File: config.mk
export PLATFORM = sky130hd
export DESIGN_NAME = sipo_latch8
export DESIGN_NICKNAME = d
export VERILOG_FILES = /design/src/core/sipo_buf2.v /design/src/core/sipo_latch8.v
export VERILOG_INCLUDE_DIRS = /design/src /design/src/core
export SDC_FILE = /design/constraint.sdc
export NUM_CORES = 1
export LEC_CHECK = 0
export BUFFER_PORTS_ARGS = -buffer_cell sky130_fd_sc_hd__buf_2
export CORE_UTILIZATION = 45
export CTS_BUF_LIST = sky130_fd_sc_hd__clkbuf_16
export CTS_CLUSTER_DIAMETER = 100
export DETAILED_ROUTE_END_ITERATION = 7
export PLACE_DENSITY = 0.71
export SYNTH_ARGS = -nofsm -noshare
export SYNTH_HDL_FRONTEND = slang
export SYNTH_SLANG_ARGS = --single-unit
File: constraint.sdc
create_clock -name mclk_i -period 3.7 [get_ports mclk_i]
set_input_delay 0.37 -clock mclk_i [delete_from_list [all_inputs] [get_ports mclk_i]]
set_output_delay 0.37 -clock mclk_i [all_outputs]
set_load 0.05 [all_outputs]
File: src/core/sipo_regs.vh
// constants for the serial-in parallel-out latch block
`ifndef SIPO_REGS_VH
`define SIPO_REGS_VH
`define SIPO_WIDTH        8
`define SIPO_ZERO8        8'h00
`define SIPO_CNT_ZERO     2'h0
`define SIPO_CNT_ONE      2'h1
`define SIPO_CNT_TWO      2'h2
`define SIPO_ONE          1'h1
`define SIPO_NIL          1'h0
`endif

File: src/core/sipo_buf2.v
// two-entry valid/ready buffer for captured storage words
`timescale 1ns/10ps
`include "sipo_regs.vh"
`default_nettype none
module sipo_buf2 #(
    parameter WIDTH = 8
) (
    // clock and reset
    input  wire             mclk_i,
    input  wire             reset_n_i,
    // fill side
    input  wire             in_valid_i,
    output wire             in_ready_o,
    input  wire [WIDTH-1:0] in_data_i,
    // drain side
    output wire             out_valid_o,
    input  wire             out_ready_i,
    output wire [WIDTH-1:0] out_data_o
);
    reg [WIDTH-1:0] mem_reg [0:1];
    reg             rd_ptr_reg;
    reg             wr_ptr_reg;
    reg [1:0]       count_reg;
    wire            push;
    wire            pop;

    assign in_ready_o  = (count_reg != `SIPO_CNT_TWO);
    assign out_valid_o = (count_reg != `SIPO_CNT_ZERO);
    assign out_data_o  = mem_reg[rd_ptr_reg];
    assign push        = in_valid_i & in_ready_o;
    assign pop         = out_valid_o & out_ready_i;

    always @(posedge mclk_i) begin
        if (!reset_n_i) begin
            rd_ptr_reg <= `SIPO_NIL;
            wr_ptr_reg <= `SIPO_NIL;
            count_reg  <= `SIPO_CNT_ZERO;
        end else begin
            if (push) begin
                wr_ptr_reg <= ~wr_ptr_reg;
            end
            if (pop) begin
                rd_ptr_reg <= ~rd_ptr_reg;
            end
            if (push & ~pop) begin
                count_reg <= count_reg + `SIPO_CNT_ONE;
            end else if (pop & ~push) begin
                count_reg <= count_reg - `SIPO_CNT_ONE;
            end
        end
    end

    // data array needs no reset; valid gates it
    always @(posedge mclk_i) begin
        if (push) begin
            mem_reg[wr_ptr_reg] <= in_data_i;
        end
    end
endmodule
`default_nettype wire

File: src/core/sipo_latch8.v
// serial-in parallel-out shift chain with storage register and outputs
`timescale 1ns/10ps
`include "sipo_regs.vh"
`default_nettype none
module sipo_latch8 #(
    parameter WIDTH = `SIPO_WIDTH
) (
    // clock and reset
    input  wire             mclk_i,
    input  wire             reset_n_i,
    // host side inputs, synchronous to mclk_i
    input  wire             serial_in_i,
    input  wire             shift_clock_i,
    input  wire             shift_clear_n_i,
    input  wire             store_clock_i,
    input  wire             output_enable_n_i,
    // parallel outputs as three-state pairs, oe low means driven
    output reg  [WIDTH-1:0] parallel_out_o,
    output reg  [WIDTH-1:0] parallel_out_oe_n_o,
    // cascade output
    output reg              cascade_out_o,
    // stored word stream
    output reg              word_valid_o,
    input  wire             word_ready_i,
    output reg  [WIDTH-1:0] word_data_o
);
    reg  [WIDTH-1:0] chain_reg;
    reg  [WIDTH-1:0] chain_next;
    reg  [WIDTH-1:0] store_reg;
    reg              shift_clk_d_reg;
    reg              store_clk_d_reg;
    wire             shift_rise;
    wire             store_rise;
    wire             buf_in_ready;
    wire             buf_out_valid;
    wire [WIDTH-1:0] buf_out_data;
    wire             out_take;

    // edges found from the sampled host clocks
    assign shift_rise = shift_clock_i & ~shift_clk_d_reg;
    assign store_rise = store_clock_i & ~store_clk_d_reg;

    always @(posedge mclk_i) begin
        if (!reset_n_i) begin
            shift_clk_d_reg <= `SIPO_NIL;
            store_clk_d_reg <= `SIPO_NIL;
        end else begin
            shift_clk_d_reg <= shift_clock_i;
            store_clk_d_reg <= store_clock_i;
        end
    end

    always @* begin
        chain_next = chain_reg;
        if (!shift_clear_n_i) begin
            chain_next = `SIPO_ZERO8;
        end else if (shift_rise) begin
            chain_next = {chain_reg[WIDTH-2:0], serial_in_i};
        end
    end

    // reset gives a defined start; software still must load data first
    always @(posedge mclk_i) begin
        if (!reset_n_i) begin
            chain_reg <= `SIPO_ZERO8;
            store_reg <= `SIPO_ZERO8;
        end else begin
            chain_reg <= chain_next;
            // old chain_reg is read here, so a shared edge lags by one
            if (store_rise) begin
                store_reg <= chain_reg;
            end
        end
    end

    // parallel and cascade outputs registered from next values so they track without delay; oe lags output_enable_n_i by one cycle
    always @(posedge mclk_i) begin
        if (!reset_n_i) begin
            parallel_out_o      <= `SIPO_ZERO8;
            parallel_out_oe_n_o <= {WIDTH{`SIPO_ONE}};
            cascade_out_o       <= `SIPO_NIL;
        end else begin
            parallel_out_o      <= store_rise ? chain_reg : store_reg;
            parallel_out_oe_n_o <= {WIDTH{output_enable_n_i}};
            cascade_out_o       <= chain_next[WIDTH-1];
        end
    end

    // a stalled receiver loses stored words: a store_rise while the buffer is full is dropped
    sipo_buf2 #(
        .WIDTH (WIDTH)
    ) u_buf (
        .mclk_i      (mclk_i),
        .reset_n_i   (reset_n_i),
        .in_valid_i  (store_rise),
        .in_ready_o  (buf_in_ready),
        .in_data_i   (chain_reg),
        .out_valid_o (buf_out_valid),
        .out_ready_i (out_take),
        .out_data_o  (buf_out_data)
    );

    // output skid register so word outputs come from flip-flops
    assign out_take = buf_out_valid & (~word_valid_o | word_ready_i);

    always @(posedge mclk_i) begin
        if (!reset_n_i) begin
            word_valid_o <= `SIPO_NIL;
            word_data_o  <= `SIPO_ZERO8;
        end else if (out_take) begin
            word_valid_o <= `SIPO_ONE;
            word_data_o  <= buf_out_data;
        end else if (word_ready_i) begin
            word_valid_o <= `SIPO_NIL;
        end
    end

    // overflow of the word stream is not flagged; buf_in_ready unused by host
    wire unused_ready;
    assign unused_ready = buf_in_ready;
endmodule
`default_nettype wire

---- After elaboration in Yosys (flattened, before gate mapping) ----
Memories as Yosys holds them, arrays and structs flattened. A register that Yosys moved wholly into a read port is not among the register bits.
Cells that the tools add are included.
W data, S select, Z words.
storage, ports and cells
  logic and storage cells ................. 40
  latch bits .............................. 0
  memories kept ........................... 1
  flip-flop bits (word level) ............. 24
  memory bits (writable) .................. 16
  bits in read-only memories .............. 0
memories
  memory         words  width  read ports  clocked after memory_dff  write ports  line            source
  u_buf.mem_reg  2      8      1           1                         1            sipo_buf2.v:20  reg [WIDTH-1:0] mem_reg [0:1];
cells by class
  add/subtract/negate cells ............... 2
  equal/unequal tests ..................... 1
  magnitude comparators ................... 0
  multiply operators ...................... 0
  bitwise operators ....................... 15
  reduce and logical (&&, ||, !) cells .... 5
  mux-type cells .......................... 6
  divide/modulo/power cells ............... 0
  shift operators ......................... 0
operators by type and width
  operator               count
  $and A1 B1 Y1          7
  $not A1 Y1             7
  $reduce_bool A2 Y1     3
  $mux W1                4
  $mux W2                2
  $add A2 B1 Y2 const B  1
  $ne A2 B2 Y1 const B   1
  $reduce_and A2 Y1      1
  $sub A2 B1 Y2 const B  1
  $logic_not A1 Y1       1
  $or A1 B1 Y1           1

---- Logic depth before layout (Yosys ltp) ----
  word-level depth ........................ 7
  mapped depth ............................ 7

---- Modules after synthesis ----
From an unflattened synthesis, not the netlist that was laid out.
unflattened totals
  cell total of the unflattened synthesis .. 175
  area total of the unflattened synthesis .. 1,946.9 µm²
modules (own cells, without submodules)
  module       area an instance (µm²)  seq. area each (µm²)  cells an instance  instances
  sipo_latch8  1,137.3                 560.5                 125                1
  sipo_buf2    809.5                   580.6                 50                 1

---- Least setup slack after synthesis ----
OpenSTA, ideal clock, no wires.
  path type ............................... reg-to-reg
  start point ............................. register word_valid_o
  end point ............................... register u_buf.count_reg[1]
  cell stages (with the launch flop) ...... 7
  clock period less this slack ............ 1,899 ps
  arrival ................................. 1,829 ps
  buffers on the path ..................... 0
  setup slack ............................. 1,801 ps
  setup time .............................. 70 ps
  cells stage by stage .................... dfxtp_1 > nor2b_1 > nor2_2 > inv_1 > ha_1 > or3_1 > a21oi_1
between the ends
  cells in the longest elaborated chain, start to end .. 7
ends and longest elaborated chain
  item                                                  line               source
  start, declared                                       sipo_latch8.v:23   output reg word_valid_o,
  start signal, assigned                                sipo_latch8.v:108  word_valid_o <= `SIPO_NIL;
  start signal, assigned                                sipo_latch8.v:111  word_valid_o <= `SIPO_ONE;
  start signal, assigned                                sipo_latch8.v:114  word_valid_o <= `SIPO_NIL;
  $not A1 Y1 (*)                                        sipo_latch8.v:104  assign out_take = buf_out_valid & (~word_valid_o | word_ready_i);
  $or A1 B1 Y1 (*)                                      sipo_latch8.v:104
  $and A1 B1 Y1 (*)                                     sipo_latch8.v:104
  $and A1 B1 Y1 (*)                                     sipo_buf2.v:31     assign pop = out_valid_o & out_ready_i;
  $not A1 Y1                                            sipo_buf2.v:45     if (push & ~pop) begin
  $and A1 B1 Y1                                         sipo_buf2.v:45
  $mux W2 / $reduce_bool A2 Y1 (equally long branches)  --
  end signal, assigned                                  sipo_buf2.v:37     count_reg <= `SIPO_CNT_ZERO;
  end signal, assigned                                  sipo_buf2.v:46     count_reg <= count_reg + `SIPO_CNT_ONE;
  end signal, assigned                                  sipo_buf2.v:48     count_reg <= count_reg - `SIPO_CNT_ONE;
  end, declared                                         sipo_buf2.v:23     reg [1:0] count_reg;
Mark *: on every way between the ends. The rest lies on a longest branch, timed or not.
A chain may end at the register's enable or synchronous reset.

---- Worst setup path in the final report ----
  start point ............................. register u_buf.count_reg[0]
  end point ............................... register u_buf.count_reg[1]
between the ends
  cells in the longest elaborated chain, start to end .. 6
ends and longest elaborated chain
  item                                                  line
  $reduce_bool A2 Y1 (no line)                          --
  $and A1 B1 Y1                                         sipo_latch8.v:104
  $and A1 B1 Y1                                         sipo_buf2.v:31
  $not A1 Y1                                            sipo_buf2.v:45
  $and A1 B1 Y1                                         sipo_buf2.v:45
  $mux W2 / $reduce_bool A2 Y1 (equally long branches)  --
Parallel ways exist; a longest one is shown, timed or not. The select of a mux whose other input is x is not followed.

==> results.md <==
* Starting density of the core at 48.85%
* CTS Buf Count at 5
* Synth top area share at 34.52%
* Slack of the critical path at 1.788 ns
* Core box area at 3799 um2
* Area Growth Syn to Fin at 15.17%
* N_diodes at 0
* Die W at 66.22 um
* H-tree Lvls at 2
* Post-Place Cells at 226
* Worst-margin pin slew at 0.6588 ns
* DIE AREA at 4384 um2
* RSZ-0062 raised after global routing: false
* Number of remaining DRC errors at 0
* Syn nets at 169
* Num ports at 34
* WS Path Type: flip-flop to flip-flop
* Highest clock rate at 0.5231 GHz
* Critical path fanouts, max at 9
* Antenna viol nets, final at 0
* Post_cts resized at 0
* Initial antenna violation count at 0
* Max reg flops at 16
* Final Core Density at 56.26%
* Grt ovf at 0
* Design area at 2137 um2
* Final setup TNS at 0 ns
* Hold Crit Class: input port to flip-flop
* Reg clk slew, reported paths at 0.06 ns
* Final #Nets at 194
* Max VDD drop at 338.0 uV
* I/O Buffers at 33
* Post-Synthesis Cells at 160
* Later-pin clock latency in the skew report at 0.28 ns
* Post-CTS setup buffer count at 0
* Status: finished clean
* Detail Placement HPWL at 2.140 mm
* P_leak at 0.0008640 uW
* Clk sink count at 48
* Placer Congestion at 0.7085
* Total GRT Usage at 14.72%
* First-pass GRT wire length at 4.692 mm
* Drt pass-1 iters at 4
* Vias in the first global route at 1070
* Cell taking the most area after synthesis: dfxtp_1
* Worst setup EP type: flip-flop
* Rel. slew slack at 55.99%
* Max Slew Vio Count at 0
* Synthesized area at 1856 um2
* Skew final at 0.003536 ns
* Post-Route WL at 2.833 mm
* Register area share after synthesis at 60.42%
* Setup Viol. Count Final at 0
* Clk root buf: clkbuf_16
* Row count at 22
* Placement Cell Area at 1964 um2
* Final worst path period share at 51.66%
* Largest net degree at the start of global routing at 22
* Avg WL per Cell at 12.11 um
* Worst path required time at 3.91 ns
* Non-filler cells in the finished layout at 234
* Routed vias/inst at 4.932
* CP arrival at 2.12 ns
* Register bit total from synthesis at 48
* 1st-iter DRT viols at 22
* YS warnings at 0
* Max_cap viols at 0
* Layout cells sized above 1 at 27.96%
* Vias at 1154
* Syn_area_per_cell at 11.60 um2
* Clock Tree Buf Depth at 2
* Synth unique cells at 29
* Ranking of synthesized cells by area: dfxtp_1, edfxtp_1, mux2i_1, a21oi_2, nand2_1
* Worst reg2reg setup slack at 1.79 ns
* Setup WS pre-CTS at 1.606 ns
* Period minus WS final at 1.912 ns
* Final hold violation count at 0
* CTS tree: built
* Die height at 66.22 um
* Hold buffer count at cts at 0
* Power per cell area at 786.1 nW/um2
* CP Launch Type: flip-flop
-- placed cells by master (no fill, tap or decap) --
cell type | netlist | final
a211oi_1 | 7 | 7
a211oi_2 | 1 | 1
a21o_1 | 1 | 1
a21oi_1 | 12 | 12
a21oi_2 | 8 | 8
and2_1 | 3 | 3
and3_1 | 1 | 1
buf_2 | 2 | 33
bufinv_16 | 0 | 1
clkbuf_16 | 0 | 5
clkinv_4 | 0 | 2
dfxtp_1 | 32 | 32
edfxtp_1 | 16 | 16
ha_1 | 1 | 1
inv_1 | 3 | 3
inv_2 | 1 | 1
mux2i_1 | 16 | 16
nand2_1 | 17 | 17
nand2b_1 | 5 | 5
nand3_1 | 1 | 1
nor2_1 | 10 | 10
nor2_2 | 1 | 1
nor2b_1 | 2 | 2
o21ai_0 | 2 | 2
or2_1 | 1 | 1
or3_1 | 2 | 2
xor2_1 | 2 | 2
-- cell families (layout without fill, tap and decap cells) --
group | Yosys count | count (layout) | share of synthesized area (%)
flip-flops | 48 | 48 | 60.42
AO/OA/AOI/OAI | 31 | 31 | 11.46
adder cells (fa/ha/maj) | 1 | 1 | 0.6742
XOR/XNOR | 2 | 2 | 0.9442
multiplexers | 16 | 16 | 8.631
AND/OR/NAND/NOR | 43 | 43 | 10.79
buffers and inverters | 19 | 45 | 7.080
-- worst max-delay path, stage by stage (launching register included) --
cell	delay (ns)
dfxtp_1	0.42
nor2_1	0.13
nor2_2	0.32
inv_1	0.11
ha_1	0.35
or3_1	0.38
a21oi_1	0.14
-- routing by layer --
| layer | vias up | track usage [%] | wire length [um] | share of wire [%] |
|---|---|---|---|---|
| met1 | 524 | 16.21 | 1268 | 45 |
| li1 | 597 | - | - | - |
| met5 | - | 0 | 0 | 0 |
| met2 | 26 | 24.49 | 1361 | 48 |
| met4 | 0 | 9.574 | 67 | 2.4 |
| met3 | 7 | 4.310 | 136 | 4.8 |
-- per-stage QoR --
stage | power, uW | hold slack, ns
after CTS | 1699 | 0.2648
after detailed placement | 1196 | 0.4471
after global routing | 1760 | 0.2703
final | 1680 | 0.2696
after floorplan | 1135 | 0.4430
after global placement | 1178 | 0.4438
-- where the power goes --
part / total [uW] / switching [uW] / internal, uW
clock: 501 / 181 / 320
sequential: 689 / 63.5 / 626
combinational: 489 / 331 / 158
total: 1680 / 576 / 1100
-- final timing paths --
kind / startpoint / end / cells after the start
worst max-delay path: u_buf.count_reg[0]$_SDFFE_PN0P_ / u_buf.count_reg[1]$_SDFFE_PN0P_ / 6
worst min register to register: parallel_out_o[3]$_SDFFE_PN0P_ / parallel_out_o[3]$_SDFFE_PN0P_ / 2
worst max register to register: u_buf.count_reg[0]$_SDFFE_PN0P_ / u_buf.count_reg[1]$_SDFFE_PN0P_ / 6
worst min-delay path: output_enable_n_i / parallel_out_oe_n_o[0]$_SDFF_PN1_ / 2
-- synth_stat cells --
cell type,n
nor2b_1,2
and2_1,3
xor2_1,2
nor2_2,1
buf_6,2
a21oi_2,8
buf_2,2
a211oi_1,7
o21ai_0,2
dfxtp_1,32
mux2i_1,16
or3_1,2
a21o_1,1
inv_2,1
nand2b_1,5
or2_1,1
buf_1,1
clkbuf_1,2
ha_1,1
nand3_1,1
buf_4,7
inv_1,3
buf_12,1
edfxtp_1,16
nor2_1,10
and3_1,1
a21oi_1,12
a211oi_2,1
nand2_1,17
-- final cells by class --
class / count / area [um2]
Tap cell: 48 / 60.06
Multi-Input combinational cell: 93 / 603.1
Fill cell: 351 / 1662
Clock buffer: 5 / 125.1
Inverter: 4 / 15.01
Sequential cell: 48 / 1121
Timing Repair Buffer: 33 / 165.2
Clock inverter: 3 / 47.55
(Power assumes the default switching activity.)
